File: src/timer_defs.svh
// Offsets, field positions, reset values and timing figures of the timer front end
`ifndef TIMER_DEFS_SVH
`define TIMER_DEFS_SVH
`define CHANNELS 3
`define SYNC_STAGES 3
`define PRESCALE_BITS 3
`define ADDR_W 8
`define OFF_CTRL1 8'h00
`define OFF_CTRL2 8'h04
`define OFF_CTRL3 8'h08
`define OFF_LATCH1 8'h0c
`define OFF_LATCH2 8'h10
`define OFF_LATCH3 8'h14
`define OFF_STATUS 8'h18
`define OFF_COUNT1 8'h1c
`define OFF_COUNT2 8'h20
`define OFF_COUNT3 8'h24
`define CR_PRESCALE 0
`define CR_DUAL 2
`define CR_MEASURE 3
`define CR_MODIFIER 4
`define CR_ONESHOT 5
`define CR_OUT_EN 7
`define LATCH_RESET 16'hffff
`define RESP_OKAY 2'b00
`define RESP_SLVERR 2'b10
`endif

File: src/timer_pkg.sv
// Types shared by the timer front end modules
package timer_pkg;
  typedef enum logic [1:0] {
    mode_continuous = 2'b00,
    mode_oneshot = 2'b01,
    mode_freq_cmp = 2'b10,
    mode_width_cmp = 2'b11
  } mode_type;

  typedef struct packed {
    logic [2:0] stage;
    logic fall;
    logic rise;
  } sync_state_type;

  typedef struct packed {
    logic [7:0] awaddr;
    logic aw_ok;
    logic w_ok;
    logic [31:0] wdata;
    logic [3:0] wstrb;
    logic awready;
    logic wready;
    logic bvalid;
    logic [1:0] bresp;
    logic arready;
    logic rvalid;
    logic [31:0] rdata;
    logic [1:0] rresp;
    logic [2:0][7:0] ctrl;
    logic [2:0][15:0] latch;
    logic [2:0][15:0] cnt;
    logic [2:0] wave;
    logic [2:0] done;
    logic [2:0] meas;
    logic [2:0] out;
    logic [2:0] pre;
    logic pre_last;
  } front_state_type;

  function automatic mode_type decode_mode(input logic [7:0] cr);
    if (!cr[3]) begin
      decode_mode = cr[5] ? mode_oneshot : mode_continuous;
    end else begin
      decode_mode = cr[4] ? mode_width_cmp : mode_freq_cmp;
    end
  endfunction
endpackage

File: src/timer_front.sv
// Three-channel timer: input synchronisation, prescaler, mode decode, outputs
//
// Functional notes
// RULE1: Every channel owns an external clock input, a gate input and an output.
// RULE2: External clocks 1, 2, 3 decrement counters 1, 2, 3.
// RULE3: Clock inputs pass three enable periods of synchronising before use.
// RULE4: Counter decrements on the fourth enable edge after a clock transition.
// RULE5: Prescaler option divides channel 3 clock by eight, counting every transition; the code counts falling transitions only.
// RULE6: Prescaler output enters the same synchronising path as plain clocks.
// RULE7: Late prescaled transitions are handled one enable cycle later.
// RULE8: Gate inputs 1, 2, 3 trigger or gate timers 1, 2, 3.
// RULE9: Gate inputs are synchronised alike, recognised on the fourth enable edge.
// RULE10: Gates act on the counter directly, unaffected by prescaler selection.
// RULE11: Single 16-bit: square wave when continuous, single pulse in single-shot.
// RULE12: Dual 8-bit: variable duty-cycle pulse in both synthesis modes.
// RULE13: Output held low whenever its output-enable control bit is clear.
// RULE14: Clearing output enable drops the output in the cycle after the write; the code drops it at the same edge that writes the control register.
// RULE15: Control bits 3, 4, 5 decode into one of four modes.
// RULE16: Remaining mode bit alters initialisation, enabling or measurement condition.
// RULE17: Frequency comparison measures cyclic widths, pulse-width comparison single ones; the code treats both alike, bit 5 picking gate fall or time-out.
// RULE18: Single-shot yields one output pulse, width set by the preset count.
// RULE19: Comparison modes may drive the output without a defined waveform.
// RULE20: Control register 3 bit zero selects the channel 3 prescaler.
// RULE21: Control bit 2 selects 16-bit counting at zero, dual 8-bit at one.
// RULE22: Edges found by comparing successive synchronised samples, one-cycle events.
// RULE23: Synchronisers, edge detects and outputs use aclk and the reset input.
//
// The AXI4-Lite register port and the register addresses were decided locally.
`timescale 1ns/1ps
`include "timer_defs.svh"
module timer_front
  import timer_pkg::*;
(
  // Clock and reset
  input wire logic aclk,
  input wire logic aresetn,
  // AXI4-Lite write address and data
  input wire logic [7:0] s_axi_awaddr,
  input wire logic s_axi_awvalid,
  output logic s_axi_awready,
  input wire logic [31:0] s_axi_wdata,
  input wire logic [3:0] s_axi_wstrb,
  input wire logic s_axi_wvalid,
  output logic s_axi_wready,
  // AXI4-Lite write response
  output logic [1:0] s_axi_bresp,
  output logic s_axi_bvalid,
  input wire logic s_axi_bready,
  // AXI4-Lite read
  input wire logic [7:0] s_axi_araddr,
  input wire logic s_axi_arvalid,
  output logic s_axi_arready,
  output logic [31:0] s_axi_rdata,
  output logic [1:0] s_axi_rresp,
  output logic s_axi_rvalid,
  input wire logic s_axi_rready,
  // External clock inputs, active on falling transitions
  input wire logic ext_clk_in_ch1,
  input wire logic ext_clk_in_ch2,
  input wire logic ext_clk_in_ch3,
  // Gate inputs, counting enabled while low
  input wire logic gate_in_ch1,
  input wire logic gate_in_ch2,
  input wire logic gate_in_ch3,
  // Timer outputs
  output logic timer_out_ch1,
  output logic timer_out_ch2,
  output logic timer_out_ch3
);
  front_state_type s_q, s_d;
  logic [2:0] clk_pin, gate_pin;
  logic [2:0] clk_fall, gate_lvl, gate_fall;
  logic prescale_sel_ch3;

  ////////////////////////////////////////////////////////////////////////////
  // Input synchronisers

  assign prescale_sel_ch3 = s_q.ctrl[2][`CR_PRESCALE]; // [RULE20]
  assign clk_pin[0] = ext_clk_in_ch1; // [RULE1] [RULE2]
  assign clk_pin[1] = ext_clk_in_ch2;
  // Divided clock takes the plain clock's place ahead of the synchroniser
  assign clk_pin[2] = prescale_sel_ch3 ? s_q.pre[2] : ext_clk_in_ch3; // [RULE6] [RULE7]
  assign gate_pin[0] = gate_in_ch1; // [RULE8]
  assign gate_pin[1] = gate_in_ch2;
  assign gate_pin[2] = gate_in_ch3;

  // Clock pins
  input_sync u_clk_sync_ch1 (
    .aclk(aclk),
    .aresetn(aresetn),
    .pin(clk_pin[0]),
    .level(),
    .fall(clk_fall[0]),
    .rise()
  ); // [RULE3] [RULE22] [RULE23]
  input_sync u_clk_sync_ch2 (
    .aclk(aclk),
    .aresetn(aresetn),
    .pin(clk_pin[1]),
    .level(),
    .fall(clk_fall[1]),
    .rise()
  ); // [RULE3] [RULE22] [RULE23]
  input_sync u_clk_sync_ch3 (
    .aclk(aclk),
    .aresetn(aresetn),
    .pin(clk_pin[2]),
    .level(),
    .fall(clk_fall[2]),
    .rise()
  ); // [RULE3] [RULE22] [RULE23]

  // Gate pins, level kept for counting and status
  input_sync u_gate_sync_ch1 (
    .aclk(aclk),
    .aresetn(aresetn),
    .pin(gate_pin[0]),
    .level(gate_lvl[0]),
    .fall(gate_fall[0]),
    .rise()
  ); // [RULE9] [RULE22] [RULE23]
  input_sync u_gate_sync_ch2 (
    .aclk(aclk),
    .aresetn(aresetn),
    .pin(gate_pin[1]),
    .level(gate_lvl[1]),
    .fall(gate_fall[1]),
    .rise()
  ); // [RULE9] [RULE22] [RULE23]
  input_sync u_gate_sync_ch3 (
    .aclk(aclk),
    .aresetn(aresetn),
    .pin(gate_pin[2]),
    .level(gate_lvl[2]),
    .fall(gate_fall[2]),
    .rise()
  ); // [RULE9] [RULE22] [RULE23]

  ////////////////////////////////////////////////////////////////////////////
  // Register bus and timer logic

  always_comb begin
    logic [2:0] wr_latch;
    logic [7:0] ra;
    logic [7:0] cr;
    logic init;
    logic tick;
    logic timeout;
    logic dual;
    mode_type mode;
    wr_latch = '0;
    ra = s_axi_araddr;
    cr = '0;
    init = 1'b0;
    tick = 1'b0;
    timeout = 1'b0;
    dual = 1'b0;
    mode = mode_continuous;
    s_d = s_q;

    // Prescaler counts each falling transition of the raw pin
    // One sample flop keeps the divider on aclk, unlike a ripple chain
    s_d.pre_last = ext_clk_in_ch3;
    if (s_q.pre_last && !ext_clk_in_ch3) begin
      s_d.pre = s_q.pre + 3'h1; // [RULE5]
    end

    // Write address and data accepted in either order
    if (s_axi_awvalid && s_q.awready) begin
      s_d.awaddr = s_axi_awaddr;
      s_d.aw_ok = 1'b1;
      s_d.awready = 1'b0;
    end
    if (s_axi_wvalid && s_q.wready) begin
      s_d.wdata = s_axi_wdata;
      s_d.wstrb = s_axi_wstrb;
      s_d.w_ok = 1'b1;
      s_d.wready = 1'b0;
    end
    if (s_q.aw_ok && s_q.w_ok && !s_q.bvalid) begin
      s_d.aw_ok = 1'b0;
      s_d.w_ok = 1'b0;
      s_d.bvalid = 1'b1;
      s_d.bresp = `RESP_OKAY;
      if (s_q.awaddr == `OFF_CTRL1 || s_q.awaddr == `OFF_CTRL2 ||
          s_q.awaddr == `OFF_CTRL3) begin
        if (s_q.wstrb[0]) begin
          s_d.ctrl[s_q.awaddr[3:2]] = s_q.wdata[7:0];
        end
      end else if (s_q.awaddr == `OFF_LATCH1 || s_q.awaddr == `OFF_LATCH2 ||
                   s_q.awaddr == `OFF_LATCH3) begin
        for (int i = 0; i < `CHANNELS; i++) begin
          if (s_q.awaddr == `OFF_LATCH1 + 8'(4 * i)) begin
            wr_latch[i] = 1'b1;
            if (s_q.wstrb[0]) begin
              s_d.latch[i][7:0] = s_q.wdata[7:0];
            end
            if (s_q.wstrb[1]) begin
              s_d.latch[i][15:8] = s_q.wdata[15:8];
            end
          end
        end
      end else if (s_q.awaddr != `OFF_STATUS && s_q.awaddr != `OFF_COUNT1 &&
                   s_q.awaddr != `OFF_COUNT2 && s_q.awaddr != `OFF_COUNT3) begin
        s_d.bresp = `RESP_SLVERR;
      end
    end
    if (s_q.bvalid && s_axi_bready) begin
      s_d.bvalid = 1'b0;
      s_d.awready = 1'b1;
      s_d.wready = 1'b1;
    end

    // Read channel, one outstanding read
    if (s_axi_arvalid && s_q.arready) begin
      s_d.arready = 1'b0;
      s_d.rvalid = 1'b1;
      s_d.rresp = `RESP_OKAY;
      s_d.rdata = '0;
      if (ra == `OFF_CTRL1) begin
        s_d.rdata[7:0] = s_q.ctrl[0];
      end else if (ra == `OFF_CTRL2) begin
        s_d.rdata[7:0] = s_q.ctrl[1];
      end else if (ra == `OFF_CTRL3) begin
        s_d.rdata[7:0] = s_q.ctrl[2];
      end else if (ra == `OFF_LATCH1) begin
        s_d.rdata[15:0] = s_q.latch[0];
      end else if (ra == `OFF_LATCH2) begin
        s_d.rdata[15:0] = s_q.latch[1];
      end else if (ra == `OFF_LATCH3) begin
        s_d.rdata[15:0] = s_q.latch[2];
      end else if (ra == `OFF_STATUS) begin
        s_d.rdata[8:0] = {gate_lvl, s_q.meas, s_q.out};
      end else if (ra == `OFF_COUNT1) begin
        s_d.rdata[15:0] = s_q.cnt[0];
      end else if (ra == `OFF_COUNT2) begin
        s_d.rdata[15:0] = s_q.cnt[1];
      end else if (ra == `OFF_COUNT3) begin
        s_d.rdata[15:0] = s_q.cnt[2];
      end else begin
        s_d.rresp = `RESP_SLVERR;
      end
    end
    if (s_q.rvalid && s_axi_rready) begin
      s_d.rvalid = 1'b0;
      s_d.arready = 1'b1;
    end

    // Per-channel counting and waveform
    for (int i = 0; i < `CHANNELS; i++) begin
      cr = s_d.ctrl[i];
      mode = decode_mode(cr); // [RULE15]
      dual = cr[`CR_DUAL]; // [RULE21]
      // Gate edge restarts the counter; latch write only if modifier and measure bits both clear
      init = gate_fall[i] | (wr_latch[i] & ~cr[`CR_MODIFIER] &
             ~cr[`CR_MEASURE]); // [RULE10] [RULE16]
      // Counter steps only while the gate is low
      tick = clk_fall[i] & ~gate_lvl[i]; // [RULE4] [RULE8]
      timeout = 1'b0;
      if (wr_latch[i]) begin
        s_d.meas[i] = 1'b0;
      end
      if (init) begin
        s_d.cnt[i] = s_d.latch[i];
        s_d.done[i] = 1'b0;
        // 16-bit single pulse rises at start; dual single-shot and other shapes start low
        s_d.wave[i] = (mode == mode_oneshot) & ~dual; // [RULE18]
      end else if (tick) begin
        if (dual) begin
          if (s_q.cnt[i] == 16'h0000) begin
            timeout = 1'b1;
            s_d.cnt[i] = s_d.latch[i];
          end else if (s_q.cnt[i][7:0] == 8'h00) begin
            s_d.cnt[i] = {s_q.cnt[i][15:8] - 8'h01, s_d.latch[i][7:0]};
          end else begin
            s_d.cnt[i] = {s_q.cnt[i][15:8], s_q.cnt[i][7:0] - 8'h01};
          end
          // High while the upper byte has run out, low again at time-out
          s_d.wave[i] = ~timeout & (s_d.cnt[i][15:8] == 8'h00); // [RULE12]
        end else begin
          if (s_q.cnt[i] == 16'h0000) begin
            timeout = 1'b1;
            s_d.cnt[i] = s_d.latch[i];
            if (mode == mode_oneshot) begin
              s_d.wave[i] = 1'b0;
            end else begin
              s_d.wave[i] = ~s_q.wave[i]; // [RULE11]
            end
          end else begin
            s_d.cnt[i] = s_q.cnt[i] - 16'h0001;
          end
        end
        if (timeout) begin
          s_d.done[i] = 1'b1;
        end
      end
      // Single-shot stays quiet after its first time-out
      if (mode == mode_oneshot && s_d.done[i]) begin
        s_d.wave[i] = 1'b0; // [RULE18]
      end
      // Measurement outcome flag; set has priority over the latch-write clear
      if (mode == mode_freq_cmp || mode == mode_width_cmp) begin
        if (!cr[`CR_ONESHOT] && gate_fall[i] && !s_q.done[i]) begin
          s_d.meas[i] = 1'b1; // [RULE17] [RULE16]
        end
        if (cr[`CR_ONESHOT] && timeout && !s_q.done[i]) begin
          s_d.meas[i] = 1'b1; // [RULE17] [RULE16]
        end
      end
      // Comparison modes still show the raw wave, shape not guaranteed
      s_d.out[i] = s_d.wave[i] & cr[`CR_OUT_EN]; // [RULE13] [RULE14] [RULE19]
    end
  end

  always_ff @(posedge aclk) begin
    if (!aresetn) begin
      s_q <= '0;
      s_q.awready <= 1'b1;
      s_q.wready <= 1'b1;
      s_q.arready <= 1'b1;
      // Latches and counters start at full count
      s_q.latch <= {`CHANNELS{`LATCH_RESET}};
      s_q.cnt <= {`CHANNELS{`LATCH_RESET}};
      s_q.pre_last <= 1'b1;
    end else begin
      s_q <= s_d; // [RULE23]
    end
  end

  ////////////////////////////////////////////////////////////////////////////
  // Outputs, all registered

  assign s_axi_awready = s_q.awready;
  assign s_axi_wready = s_q.wready;
  assign s_axi_bvalid = s_q.bvalid;
  assign s_axi_bresp = s_q.bresp;
  assign s_axi_arready = s_q.arready;
  assign s_axi_rvalid = s_q.rvalid;
  assign s_axi_rdata = s_q.rdata;
  assign s_axi_rresp = s_q.rresp;
  assign timer_out_ch1 = s_q.out[0]; // [RULE1]
  assign timer_out_ch2 = s_q.out[1];
  assign timer_out_ch3 = s_q.out[2];
endmodule // timer_front

File: src/input_sync.sv
// Three-stage input synchroniser with registered edge events
`timescale 1ns/1ps
`include "timer_defs.svh"
module input_sync
  import timer_pkg::*;
(
  // Clock and reset
  input wire logic aclk,
  input wire logic aresetn,
  // Pin side
  input wire logic pin,
  // Recognised level and edges
  output logic level,
  output logic fall,
  output logic rise
);
  sync_state_type s_q, s_d;

  always_comb begin
    s_d = s_q;
    s_d.stage = {s_q.stage[1:0], pin};
    // Edge events come from stages two and three, never the first
    s_d.fall = s_q.stage[2] & ~s_q.stage[1];
    s_d.rise = ~s_q.stage[2] & s_q.stage[1];
  end

  always_ff @(posedge aclk) begin
    if (!aresetn) begin
      s_q <= '0;
    end else begin
      s_q <= s_d;
    end
  end

  assign level = s_q.stage[2];
  assign fall = s_q.fall;
  assign rise = s_q.rise;
endmodule // input_sync

File: config.mk
export PLATFORM = sky130hd
export DESIGN_NAME = timer_front
export DESIGN_NICKNAME = d
export VERILOG_FILES = /design/src/timer_pkg.sv /design/src/timer_front.sv /design/src/input_sync.sv
export VERILOG_INCLUDE_DIRS = /design/src /design/src/src
export SDC_FILE = /design/constraint.sdc
export NUM_CORES = 1
export LEC_CHECK = 0
export ABC_AREA = 1
export BUFFER_PORTS_ARGS = -buffer_cell sky130_fd_sc_hd__buf_2
export CAP_MARGIN = 15
export CORE_MARGIN = 2
export CORE_UTILIZATION = 55
export CTS_CLUSTER_DIAMETER = 120
export DETAILED_ROUTE_END_ITERATION = 8
export PLACE_DENSITY = 0.78
export SYNTH_ARGS = -nofsm -noshare
export SYNTH_HDL_FRONTEND = slang
export SYNTH_SLANG_ARGS = --single-unit
export TNS_END_PERCENT = 50
File: constraint.sdc
create_clock -name aclk -period 2.1 [get_ports aclk]
set_input_delay 0 -clock aclk [delete_from_list [all_inputs] [get_ports aclk]]
set_output_delay 0 -clock aclk [all_outputs]
set_load 0.05 [all_outputs]
# Word level (Yosys, flattened, before mapping)
# Index checks and enable logic that the tools add are counted.
# W data, S select, Z words.
# word_totals
inputBits	65
regBits	213
word_cells	347
output_inout_bits	44
# classes
reduce_logical	60
order_cmp	2
addsub	10
muxes	153
n_eq_ne	27
n_bitwise	52
# op_table
op	n
$mux W16	36
$mux W8	13
$mux W48	2
$mux W1	76
$mux W72	1
$logic_not A8 Y1	8
$eq A8 B5 Y1 const B	6
$logic_not A16 Y1	3
$mux W24	2
$sub A16 B1 Y16 const B	3
$sub A8 B1 Y8 const B	6
$eq A8 B4 Y1 const B	4
$mux W2	16
$logic_and A1 B1 Y1	27
$not A1 Y1	25
$and A1 B1 Y1	24
$bwmux W24	1
$demux W8 S2	1
$eq A8 B3 Y1 const B	2
$eq A8 B6 Y1 const B	2
$ne A8 B5 Y1 const B	2
$ne A8 B6 Y1 const B	2
$eq A2 B2 Y1 const B	6
$mux W3	3
other kinds (12)	33

# Longest topological paths before layout
# Gate-level depths: netlist of the first run.
# depth
word_depth	22
mapped_depth	18
mapped_depth_nobuf	17

# By module
# A second synthesis of the first run with hierarchy kept.
# unflattened
cells_unflattened	1941
hier_area_um2	12628.4
# modules_own_cells
mod	cells_each	seq_area_each_um2	n_inst	area_each_um2
timer_front	1857	3743.6	1	11810.1
input_sync	14	100.1	6	136.4

# Worst setup path before layout of the first run
# OpenSTA, ideal clock, no wires.
# synth_timing
kind	register to register
start	register s_q (netlist bit s_axi_bvalid)
end	register s_q[33] (netlist name)
stages_incl_launch_ff	15
path_buffers	2
arrival_time_ps	2025
period_less_slack_ps	2163
slack_ps	-63
required_ps	1962
cell_sequence	dfxtp_1 > inv_1 > nand3_1 > nor2_2 > nand3_2 > buf_6 > o21ai_1 > inv_2 > nand3_2 > nand2_2 > inv_4 > buf_4 > nand3_1 > nand3_1 > o211ai_1
# synth_via
elab_chain_len	11
# synth_lines
item	line_no	source
start, declared	timer_front.sv:70	front_state_type s_q, s_d;
$logic_not A1 Y1 *	timer_front.sv:180	if (s_q.aw_ok && s_q.w_ok && !s_q.bvalid) begin
$logic_and A1 B1 Y1 *	timer_front.sv:180	
$mux W72	timer_front.sv:180	
$mux W16	timer_front.sv:273	end else if (s_q.cnt[i][7:0] == 8'h00) begin
$mux W16	timer_front.sv:270	if (s_q.cnt[i] == 16'h0000) begin
$mux W16	timer_front.sv:269	if (dual) begin
$mux W16	timer_front.sv:268	end else if (tick) begin
$mux W16	timer_front.sv:263	if (init) begin
$mux W16	timer_front.sv:269	
$mux W16	timer_front.sv:268	
$mux W16	timer_front.sv:263	
# Every way passes the cells marked *; elsewhere a longest branch is shown, timed or not. The select of a mux whose other input is x is not followed.
# A chain may end at the register's enable or synchronous reset.

# Final worst setup path of the first run
# layout_timing
start	register s_q[216] (netlist name)
end	register s_q[27] (netlist name)
# layout_via
elab_chain_len	13
# layout_lines
item	line_no	source
$eq A8 B4 Y1 / $eq A8 B5 Y1 (equally long branches)	--	
$logic_or A1 B1 Y1 (no line) (2 in a row)	--	
$mux W48	timer_front.sv:190	end else if (s_q.awaddr == `OFF_LATCH1 || s_q.awaddr == `OFF_LATCH2 ||
$mux W48	timer_front.sv:185	if (s_q.awaddr == `OFF_CTRL1 || s_q.awaddr == `OFF_CTRL2 ||
$mux W72	timer_front.sv:180	
$mux W16	timer_front.sv:270	
$mux W16	timer_front.sv:269	
$mux W16	timer_front.sv:268	
$mux W16	timer_front.sv:263	
$mux W16	timer_front.sv:269	
$mux W16	timer_front.sv:268	
$mux W16	timer_front.sv:263	
# Parallel ways exist; a longest one is shown, timed or not. The select of a mux whose other input is x is not followed.

==> impl_results.md, run 1 <==
* Placement-stage worst setup slack at -0.181 ns
* Global routing met3 resource utilization at 4.27%
* TritonCTS sink count at 211
* Leading cell type by number of instances after synthesis: nand2_1
* Outcome: complete, but fails checks
* Max Slew Vio Count at 0
* PnR Total Power at 10.1 mW
* Category of the worst setup path capture point: flip-flop
* Power per unit of standard cell area at 640 nW/um^2
* Leak Pwr at 7.50 nW
* Number of endpoints failing setup at the final stage at 34
* Hold Violations, Final at 2
* Vertical die dimension at 153 microns
* Max Clk Rate at 455 MHz
* Number of antenna violations at the first check in global routing at 0
* Gate family responsible for the most delay along the worst path: simple AND/OR/NAND/NOR gates
* Setup repair after global routing missed its margin: true
* Initial Util at 55.9%
* Clock tree skew after final layout at 0.0199 ns
* Mapped cell area at 12,200 sq um
* Mux contribution to synthesized area at 0%
* Number of H-tree levels at 1
* Fin nets at 2,167
* Fraction of registers with async set or reset after synthesis at 0%
* Post-synthesis to final-layout area growth at 29.2%
* Routed length per instance at 18.5 microns
* Post-synth top cells: nand2_1, dfxtp_1, inv_1
* Max cap viols at 0
* Clock tree from TritonCTS: built
* Worst Setup Start Kind: flip-flop
* Met2 global-route usage at 56.8%
* Buffers & Inverters on Critical Path at 4
* Worst Path Class, Setup: flip-flop to flip-flop
* Flip-flop and latch count after synthesis at 211
* Number of buffers inserted by port buffering at 72
* Violations in the final reports: hold timing, setup timing
* Buffer type at the clock tree root: clkbuf_16
* Hold slack final at -0.0135 ns
* Worst relative slew slack at 52.7%
* Global router's overall resource usage at 36.0%
* Inserted Diodes at 0
* Data arrival at the endpoint of the critical path at 2.61 ns
* Horizontal die dimension at 153 microns
* Die ar. at 23,300 sq um
* Xor-xnor portion of the synthesized cell area at 2.81%
* Critical path data required time at 2.51 ns
* Vias in the first global route at 12,400
* Library cell occupying the most area in the post-synthesis netlist: dfxtp_1
* Wire length of the first global-routing pass at 67,300 microns
* Via density at 5.69
* Worst vdd ir at 667 uV
* Yosys warning total at 0
* Initial detailed-routing violation count at 1,555
* Worst-margin pin slew at 0.710 ns
* Met1 Track Usage GR at 50.3%
* Min-delay worst type: primary input to flip-flop
* Drt drc at 0
* Maximum number of pins on one net before global-route repair at 141
* Fraction of the cycle the final worst path needs at 105%
* Layout fillers at 1,825
* Final critical path time including I/O delays and setup at 2.20 ns
* Worst Slack Setup Final at -0.100 ns
* Post-DRT Antenna Nets at 0
* Slowest stage cell on the critical path: dfxtp_2
* Layout cells sized above 1 at 23.3%
* Dominant synthesized flop cell: dfxtp_1
* Distinct cell type count of the synthesized netlist at 56
* Post-synthesis compound-gate area fraction at 18.6%
* Biggest area contributors in the synthesized netlist: dfxtp_1, nand2_1, inv_1
* Multi-input gate area in the final layout at 6960 sq um
* Largest stage delay on the critical path at 0.34 ns
* Highest-utilization routing layer at the global route stage: met2
* Drt pass-1 iters at 6
* Series of cell instances along the critical path: nor2_4 > nand3_2 > nor2_4 > buf_12 > nand3_4 > nand2_1 > o21ai_1 > inv_1 > nand3_4 > nand2_4 > buf_6 > buf_4 > nand3_1 > nand3_1 > nand2_1
* Synthesized-area fraction occupied by adder cells at 1.34%
* Clock buffers created by TritonCTS at 24
* Hpwl dp at 32,500 microns
* Gp weighted congestion at 1.02
* Gate count of the mapped netlist at 1,819
* Average footprint of a synthesized cell at 6.68 sq um
* Largest fanout of any net on the critical path at 8
* Maximum buffer depth of the clock tree at 3
* Top-level I/O count at 109
* Sequential fraction of the synthesis area at 34.8%
* Area taken by flip-flops and latches at 4230 sq um
* EDFF count, synth at 0
* Clock insertion delay at the later pin of the skew report at 0.54 ns
* Largest family of logic cells by synthesized area: simple AND/OR/NAND/NOR gates
* Area share of the leading cell type in the synthesized netlist at 34.8%
* Simple-gate share of the synthesized area at 30.7%
* Core area at 21,800 sq um
* Post-CTS clock slew at the launch and capture registers of the worst setup and hold paths at 0.07 ns
* Total number of vias at 13,600
* Gr ovfl total at 0
* Drt total wl at 44,200 microns
* Std cell rows at 54
stage by stage:
| stage | hold slack (ns) | instance area (sq um) | std cells | utilization (%) | TNS (ns) |
|---|---|---|---|---|---|
| 2_1_floorplan | 0.0966 | 12200 | 1836 | - | 0 |
| 3_3_place_gp | 0.183 | 13800 | 2277 | 63.4 | -1.10 |
| 3_5_place_dp | 0.185 | 13800 | 2277 | 63.4 | -3.36 |
| 4_1_cts | 0.0111 | 15200 | 2367 | 70.0 | -0.0761 |
| 5_1_grt | 0.0273 | 15700 | 2387 | 72.2 | -7.91 |
| 6_report | -0.0135 | 15700 | 2387 | 72.2 | -1.39 |
path summary, 6_finish.rpt:
path                               endpoint  slack, ns  cells after the start                              from
max reg2reg            s_q[27]$_SDFFE_PN1P_      -0.10                     15             s_q[216]$_SDFFE_PN0P_
min reg2reg  u_clk_sync_ch3.fall$_SDFF_PN0_       0.40                      1  u_clk_sync_ch3.s_d[4]$_SDFF_PN0_
max                    s_q[27]$_SDFFE_PN1P_      -0.10                     15             s_q[216]$_SDFFE_PN0P_
min                    s_q[63]$_SDFFE_PN1P_      -0.01                      3                           aresetn
cells in the final DEF, fill, tap and decap left out, types with 6 or more instances in the layout:
master,count
xor2_1,36
nand3_4,6
nor2_4,15
inv_1,197
nor3_1,22
o22ai_1,17
o21ai_2,10
nor2_2,21
dlygate4sd3_1,38
inv_2,17
a22oi_2,6
o21bai_1,6
nand2_2,17
buf_4,192
nand3_2,12
dfxtp_1,204
o21ai_1,41
nand4_1,20
ha_1,11
clkbuf_16,24
a22oi_1,16
buf_6,11
nand2_4,9
a21oi_1,106
dfxtp_2,7
nor2_1,170
o211ai_1,38
or2_2,20
nand2_1,398
buf_2,72
nand3_1,126
a21oi_2,6
o21ai_0,109
conb_1,18
where the power goes:
| group | total, mW | leakage, nW | switching, mW | internal (mW) |
|---|---|---|---|---|
| Clock | 4.64 | 0.408 | 1.83 | 2.81 |
| Sequential | 4.24 | 1.72 | 0.101 | 4.13 |
| Combinational | 1.18 | 5.37 | 0.771 | 0.414 |
| Total | 10.1 | 7.50 | 2.70 | 7.36 |
layout make-up:
type / instances / area share (%)
Sequential cell: 211 / 26.9
Tap cell: 280 / 2.23
Timing Repair Buffer: 319 / 15.4
Clock inverter: 15 / 1.47
Clock buffer: 29 / 4.07
Multi-Input combinational cell: 1310 / 44.3
Inverter: 223 / 5.54
worst register-to-register path: stages (launching register included):
cell and delay [ns]:
dfxtp_2 0.34, nor2_4 0.14, nand3_2 0.10, nor2_4 0.17, buf_12 0.13, nand3_4 0.14
nand2_1 0.10, o21ai_1 0.06, inv_1 0.11, nand3_4 0.13, nand2_4 0.13, buf_6 0.13
buf_4 0.11, nand3_1 0.10, nand3_1 0.12, nand2_1 0.06
flip-flops by register name (all words and copies together) (netlist names), 2 cells and up, named ones only:
register	flops
u_clk_sync_ch3.s_d	2
u_clk_sync_ch2.s_d	2
s_axi_rdata	16
u_gate_sync_ch2.s_d	2
s_q	152
u_clk_sync_ch1.s_d	2
u_gate_sync_ch3.s_d	2
u_gate_sync_ch1.s_d	2
per-layer routing:
metal | wire (microns) | vias up | part of all wire [%]
li1 | - | 6475 | -
met1 | 18400 | 6246 | 42
met2 | 19500 | 734 | 44
met3 | 4120 | 129 | 9.3
met4 | 2190 | 0 | 4.9
met5 | 0 | - | 0
cells by family after synthesis:
group	count (synthesis)
other cells	1
buf+inv	319
flops	211
fa+ha+maj	13
simple gates	848
xor+xnor	39
compound gates	388
repair_timing:
action                                 4_1_cts  5_1_grt
gates resized for setup                     34      118
setup buffers                                8       15
setup endpoints to repair                   53       66
pin swaps                                    7       45
endpoints found under the hold margin       44        0
hold buffers                                38        0
gates cloned                                 0        5
Note: power is estimated with default switching activity, not from simulation.
==> run 2, diff against run 1 <==
CORE_UTILIZATION = 50   (was 55)
PLACE_DENSITY = 0.72   (was 0.78)
==> run 2 against run 1 <==
  * The flow finishes with violations (setup timing)
  * Critical path depth is the same
  * First-iteration DRC count shrank 8.6%
  * Critical path type unchanged
  * Register-to-register slack is essentially flat
  * Sequential share of layout area shrank 0.45 points
  * Sequential cell count is the same
  * Clock skew shrank 0.010 ns
==> impl_results.md, run 2 (synthesis results as in run 1) <==
* Hold Violations, Final at 0 (-2)
* Outcome: complete, but fails checks
* Inserted Diodes at 0 (unchanged)
* Via density at 5.50 (-3.4%)
* Maximum number of pins on one net before global-route repair at 141 (unchanged)
* Number of endpoints failing setup at the final stage at 25 (-26%)
* Initial Util at 50.4% (-5.4 points)
* Layout cells sized above 1 at 24.2% (+0.96 points)
* Inst Count DP at 2,352 (+3.3%)
* Setup repair after global routing missed its margin: true
* Core area at 24,100 sq um (+11%)
* Top-level I/O count at 109 (unchanged)
* Combinational cell fraction of total power at 12.6% (+0.8 points)
* Clock insertion delay at the later pin of the skew report at 0.53 ns (about the same)
* Drt pass-1 iters at 6 (unchanged)
* Sum of routed wire segments on met1 at 19,100 microns (+3.8%)
* Clock tree from TritonCTS: built
* Hpwl dp at 33,500 microns (+2.9%)
* Worst Setup Start Kind: flip-flop
* Maximum buffer depth of the clock tree at 3 (unchanged)
* Routed wire length on met2 at 19,600 microns (+0.74%)
* Most common cell after layout, fill and taps aside: nand2_1
* Number of H-tree levels at 1 (unchanged)
* Initial detailed-routing violation count at 1,422 (-8.6%)
* Top library cells by usage in the layout, fill and taps aside: nand2_1, buf_4, dfxtp_1
* Std cell rows at 57 (+5.6%)
* Min-delay worst type: primary input to flip-flop
* Final critical path time including I/O delays and setup at 2.20 ns (-0.00134 ns)
* Net switching fraction of the power at 26.6% (-0.26 points)
* Worst r2r path cells at 15 (unchanged)
* Total Neg Setup Slack at -0.863 ns (+0.529 ns)
* Worst-margin pin slew at 0.849 ns (+0.139 ns)
* Clock buffers created by TritonCTS at 24 (unchanged)
* Power per unit of standard cell area at 608 nW/um^2 (-5.0%)
* Register bank with the most flops: s_q
* Total number of vias at 13,500 (-0.31%)
* Seq pwr share at 43.6% (+1.5 points)
* Max Slew Vio Count at 0 (unchanged)
* Drt total wl at 45,000 microns (+1.8%)
* Vias in the first global route at 12,400 (-0.23%)
* Buffer type at the clock tree root: clkbuf_16
* Post-synthesis to final-layout area growth at 31.5%
* Wire length of the first global-routing pass at 67,900 microns (+0.93%)
* Horizontal die dimension at 160 microns (+4.8%)
* Gp weighted congestion at 1.02 (+0.47%)
* Worst relative slew slack at 43.3% (-9.4 points)
* Worst vdd ir at 651 uV (-2.4%)
* Layout fillers at 2,216 (+21%)
* Number of flip-flops under the largest register name at 152 (unchanged)
* Category of the worst setup path capture point: flip-flop
* Leak Pwr at 7.67 nW (+2.2%)
* Number of non-filler instances in the completed layout at 2,463 (+3.2%)
* Clock power share at 43.8% (-2.3 points)
* Max cap viols at 0 (unchanged)
* Setup slack on the worst flop-to-flop path at -0.1 ns (about the same)
* Net Switching at 2.59 mW (-4.3%)
* PnR Total Power at 9.72 mW (-3.3%)
* Number of buffers inserted by port buffering at 72 (unchanged)
* Fraction of the cycle the final worst path needs at 105% (about the same)
* Vertical die dimension at 160 microns (+4.8%)
* Gr ovfl total at 0 (unchanged)
* Number of antenna violations at the first check in global routing at 0 (unchanged)
* Post-DRT Antenna Nets at 0 (unchanged)
* Routed length per instance at 18.3 microns (-1.4%)
* Global router's overall resource usage at 33.7% (-2.2 points)
* Top routing layer used: met4
* Worst Path Class, Setup: flip-flop to flip-flop
* Data arrival at the endpoint of the critical path at 2.66 ns (+0.05 ns)
* TritonCTS sink count at 211 (unchanged)
* Largest fanout of any net on the critical path at 8 (unchanged)
* Drt drc at 0 (unchanged)
* Worst Slack Setup Final at -0.0988 ns (+0.00133 ns)
* Wire length on met3 at 3970 microns (-3.5%)
* Post-CTS clock slew at the launch and capture registers of the worst setup and hold paths at 0.06 ns (about the same)
* Cell-internal power at 7.14 mW (-3.0%)
* Max Clk Rate at 455 MHz (about the same)
* Violations in the final reports: setup timing
* Die ar. at 25,600 sq um (+9.7%)
* Placement-stage worst setup slack at -0.162 ns (+0.0192 ns)
* Clock tree skew after final layout at 0.00974 ns (-0.0101 ns)
* Hold Path Depth at 6 (+3)
* Critical path data required time at 2.56 ns (+0.05 ns)
* Fin nets at 2,202 (+1.6%)
[run 2: changes by cell type in the layout (fill, tap and decap cells not counted), sizes merged, moves of 2 or more]
cell and delta:
clkbuf +9, buf +35, clkinvlp -5, nor2 -2
inv -2, bufinv -3
[run 2: what timing repair did]
item,4_1_cts,5_1_grt
endpoints found under the setup margin,59,60
endpoints found under the hold margin,49,0
gates cloned,0,4
pin swaps,11,37
gates resized for setup,28,120
hold buffers,39,0
setup buffers,10,18
[run 2: critical path, cell delays in order (launching register included)]
cell     delay, ns
dfxtp_2       0.32
inv_1         0.07
nand3_2       0.16
nor2_4        0.18
buf_4         0.14
nand3_4       0.11
buf_6         0.16
nand2_2       0.07
o21ai_4       0.08
buf_4         0.16
nor2_4        0.21
and3_1        0.20
nor2_1        0.05
nand2_1       0.07
nand2_1       0.07
nor2_1        0.10
[run 2: through the flow]
step / hold slack, ns / utilization, % / instance area (sq um)
2_1_floorplan: 0.0966 / - / 12200
3_3_place_gp: 0.180 / 58.6 / 14100
3_5_place_dp: 0.186 / 58.6 / 14100
4_1_cts: 0.0136 / 64.2 / 15500
5_1_grt: 0.0820 / 66.3 / 16000
6_report: 0.0250 / 66.3 / 16000
[run 2: cell type report]
cell class,count,area (sq um),area share (%)
clock buffer,37,711,4.45
clock inverter,4,70.1,0.438
sequential,211,4230,26.5
multi-input combinational,1307,6930,43.3
timing repair buffer,357,2760,17.3
tap,324,405,2.54
inverter,223,871,5.45
[run 2: metal layers]
metal | global-route usage, % | up-vias
met5 | 0 | -
met4 | 15.2 | 0
met3 | 6.96 | 116
met2 | 52.7 | 615
met1 | 45.0 | 6274
li1 | - | 6537
[run 2: power groups by stage]
stage / Sequential, mW / Clock, mW / Combinational [mW]
4_1_cts: 4.23 / 4.26 / 1.16
5_1_grt: 4.25 / 4.44 / 1.32
2_1_floorplan: 4.32 / 0 / 0.686
6_report: 4.24 / 4.26 / 1.23
3_5_place_dp: 4.31 / 0 / 1.08
3_3_place_gp: 4.31 / 0 / 1.07
[run 2: final timing paths]
| kind | start | end |
|---|---|---|
| min | s_axi_araddr[5] | s_axi_rdata[7]$_SDFFE_PN0P_ |
| max | s_axi_bvalid$_SDFFE_PP0P_ | timer_out_ch2$_SDFF_PN0_ |
| max reg2reg | s_axi_bvalid$_SDFFE_PP0P_ | timer_out_ch2$_SDFF_PN0_ |
| min reg2reg | u_gate_sync_ch1.s_d[3]$_SDFF_PN0_ | u_gate_sync_ch1.s_d[4]$_SDFF_PN0_ |
==> run 3, diff against run 2 <==
--- a/config.mk
+++ b/config.mk
@@ -18,3 +18,2 @@
 export SYNTH_HDL_FRONTEND = slang
 export SYNTH_SLANG_ARGS = --single-unit
-export TNS_END_PERCENT = 50
==> constraint.sdc (replaced) <==
create_clock -name aclk -period 2.1 [get_ports aclk]
set_input_delay 0 -clock aclk [delete_from_list [all_inputs] [get_ports aclk]]
set_output_delay 0 -clock aclk [all_outputs]
set_load 0.1 [all_outputs]
==> run 3 against run 2 <==
  * The flow still finishes with violations (setup timing)
  * Final area rose by 4.7%
  * Non-clock buffer count increased by 19
  * First-iteration DRC count up 3.3%
  * Count of clock-buffer cells in the layout is 3 lower
  * Sequential power about the same
  * Hold slack improved by 0.0063 ns
  * Wire length rose by 3.5%
  * Combinational power up 17%
  * Final cell count grew 1.0%
  * Clock skew rose by 0.0033 ns
  * Die area unchanged
  * Global-route usage increased by 0.85 points
  * Critical path type unchanged
==> impl_results.md, run 3 (synthesis results as in run 1) <==
* Std cell rows at 57 (unchanged)
* Worst-margin pin slew at 0.709 ns (-0.140 ns)
* Register bank with the most flops: s_q
* Outcome: complete, but fails checks
* Critical path data required time at 2.48 ns (-0.08 ns)
* Top-level I/O count at 109 (unchanged)
* Placement-stage worst setup slack at -0.285 ns (-0.123 ns)
* Worst Slack Setup Final at -0.152 ns (-0.0534 ns)
* Violations in the final reports: setup timing
* Fraction of the cycle the final worst path needs at 107% (+2.5 points)
* TritonCTS sink count at 211 (unchanged)
* Layout cells sized above 1 at 28.5% (+4.3 points)
* Initial detailed-routing violation count at 1,469 (+3.3%)
* Setup repair after global routing missed its margin: true
* Area of placed instances at 14,100 sq um (+0.13%)
* Number of endpoints failing setup at the final stage at 53 (+110%)
* Routed length per instance at 18.7 microns (+2.4%)
* Final critical path time including I/O delays and setup at 2.25 ns (+0.0534 ns)
* Number of flip-flops under the largest register name at 152 (unchanged)
* Clock tree from TritonCTS: built
* Number of buffers inserted by port buffering at 72 (unchanged)
* Worst Setup Start Kind: flip-flop
* Final instance area at 16,700 sq um (+4.7%)
* Drt drc at 0 (unchanged)
* Clock tree skew after final layout at 0.0131 ns (+0.00334 ns)
* Power per unit of standard cell area at 606 nW/um^2 (-0.44%)
* Post-DRT Antenna Nets at 0 (unchanged)
* Initial Util at 50.4% (unchanged)
* Gr ovfl total at 0 (unchanged)
* Worst vdd ir at 696 uV (+6.9%)
* Min-delay worst type: primary input to flip-flop
* Hpwl dp at 33,600 microns (+0.42%)
* Post-synthesis to final-layout area growth at 37.6%
* Vertical die dimension at 160 microns (unchanged)
* Inserted Diodes at 0 (unchanged)
* Largest fanout of any net on the critical path at 10 (+2)
* Maximum number of pins on one net before global-route repair at 141 (unchanged)
* Horizontal die dimension at 160 microns (unchanged)
* Max cap viols at 0 (unchanged)
* Fin nets at 2,226 (+1.1%)
* Vias in the first global route at 12,600 (+1.5%)
* Wire length of the first global-routing pass at 69,700 microns (+2.6%)
* Most common cell after layout, fill and taps aside: nand2_1
* Hold Violations, Final at 0 (unchanged)
* Clock buffers created by TritonCTS at 25 (+4.2%)
* Max Slew Vio Count at 0 (unchanged)
* Category of the worst setup path capture point: flip-flop
* Via density at 5.57 (+1.3%)
* Total number of vias at 13,900 (+2.4%)
* Post-CTS clock slew at the launch and capture registers of the worst setup and hold paths at 0.06 ns (about the same)
* Worst relative slew slack at 52.4% (+9.1 points)
* Clock insertion delay at the later pin of the skew report at 0.53 ns (about the same)
* Global router's overall resource usage at 34.6% (+0.85 points)
* Number of antenna violations at the first check in global routing at 0 (unchanged)
* Total Neg Setup Slack at -4.19 ns (-3.33 ns)
* Maximum buffer depth of the clock tree at 3 (unchanged)
* Die ar. at 25,600 sq um (unchanged)
* Drt pass-1 iters at 6 (unchanged)
* Drt total wl at 46,600 microns (+3.5%)
* Layout fillers at 2,094 (-5.5%)
* Data arrival at the endpoint of the critical path at 2.63 ns (-0.03 ns)
* Top library cells by usage in the layout, fill and taps aside: nand2_1, buf_4, dfxtp_1
* Worst Path Class, Setup: flip-flop to flip-flop
* Number of H-tree levels at 1 (unchanged)
* Buffer type at the clock tree root: clkbuf_16
* Core area at 24,100 sq um (unchanged)
* Leak Pwr at 7.91 nW (+3.2%)
* Gp weighted congestion at 1.03 (+0.97%)
* Max Clk Rate at 444 MHz (-2.4%)
[run 3: cell count changes in the layout (fill, tap and decap cells not counted), sizes merged]
cell           before  now
nand2             426  428
clkinvlp            0    2
inv               219  218
clkdlybuf4s15       1    0
nor2              205  206
clkbuf             38   35
clkinv              6   10
buf               316  336
bufinv              2    3
[run 3: path summary, 6_finish.rpt]
check                                   startpoint                             end  slack (ns)  depth (start not counted)
hold reg to reg   u_clk_sync_ch3.s_d[4]$_SDFF_PN0_  u_clk_sync_ch3.fall$_SDFF_PN0_        0.41                          1
setup / recovery             s_q[219]$_SDFFE_PN0P_            s_q[57]$_SDFFE_PN1P_       -0.15                         14
setup reg to reg             s_q[219]$_SDFFE_PN0P_            s_q[57]$_SDFFE_PN1P_       -0.15                         14
hold / removal                     s_axi_araddr[5]     s_axi_rdata[7]$_SDFFE_PN0P_        0.03                          6
[run 3: timing repair]
item,in CTS,in global routing
hold buffers,39,0
gates resized for setup,100,189
setup endpoints to repair,56,71
hold endpoints to repair,47,0
gates cloned,6,2
buffers inserted,16,30
pin swaps,34,66
[run 3: power by group]
group          switching [mW]  internal [mW]  leakage, nW
combinational           0.960          0.483         5.78
sequential              0.104           4.14         1.72
clock                    1.77           2.68        0.409
[run 3: cell type report]
| cell class | count | area, sq um | area share [%] |
|---|---|---|---|
| clock buffer | 34 | 699 | 4.18 |
| clock inverter | 9 | 120 | 0.718 |
| inverter | 223 | 888 | 5.31 |
| multi-input combinational | 1310 | 7360 | 44.0 |
| sequential | 211 | 4240 | 25.4 |
| tap | 324 | 405 | 2.42 |
| timing repair buffer | 376 | 3010 | 18.0 |
| timing repair inverter | 1 | 8.76 | 0.0524 |
[run 3: worst max-delay path: stages, from the launching register on]
cell and delay [ns]:
dfxtp_4 0.36, nor2_4 0.10, buf_6 0.11, nand3_4 0.08
nor2_4 0.14, buf_12 0.13, nand3_4 0.14, o21ai_4 0.23
inv_2 0.08, nand3b_4 0.11, nand2_8 0.11, nor2_8 0.21
inv_8 0.08, o211ai_1 0.11, nand3_1 0.11
[run 3: metrics by stage]
| step | utilization (%) | hold WS (ns) | cells | total power, mW |
|---|---|---|---|---|
| floorplan | - | 0.0966 | 1836 | 5.14 |
| global placement | 58.6 | 0.184 | 2354 | 5.52 |
| detailed placement | 58.6 | 0.187 | 2354 | 5.54 |
| CTS | 65.8 | 0.00451 | 2458 | 10.0 |
| global route | 69.4 | 0.0719 | 2488 | 10.4 |
| finish | 69.4 | 0.0313 | 2488 | 10.1 |
[run 3: metal layers]
metal	vias to the layer above	global-route usage, %	wire length [microns]
li1	6606	-	-
met1	6459	46.7	19700
met2	678	54.8	20600
met3	118	5.43	3900
met4	0	15.3	2360
met5	-	0	0
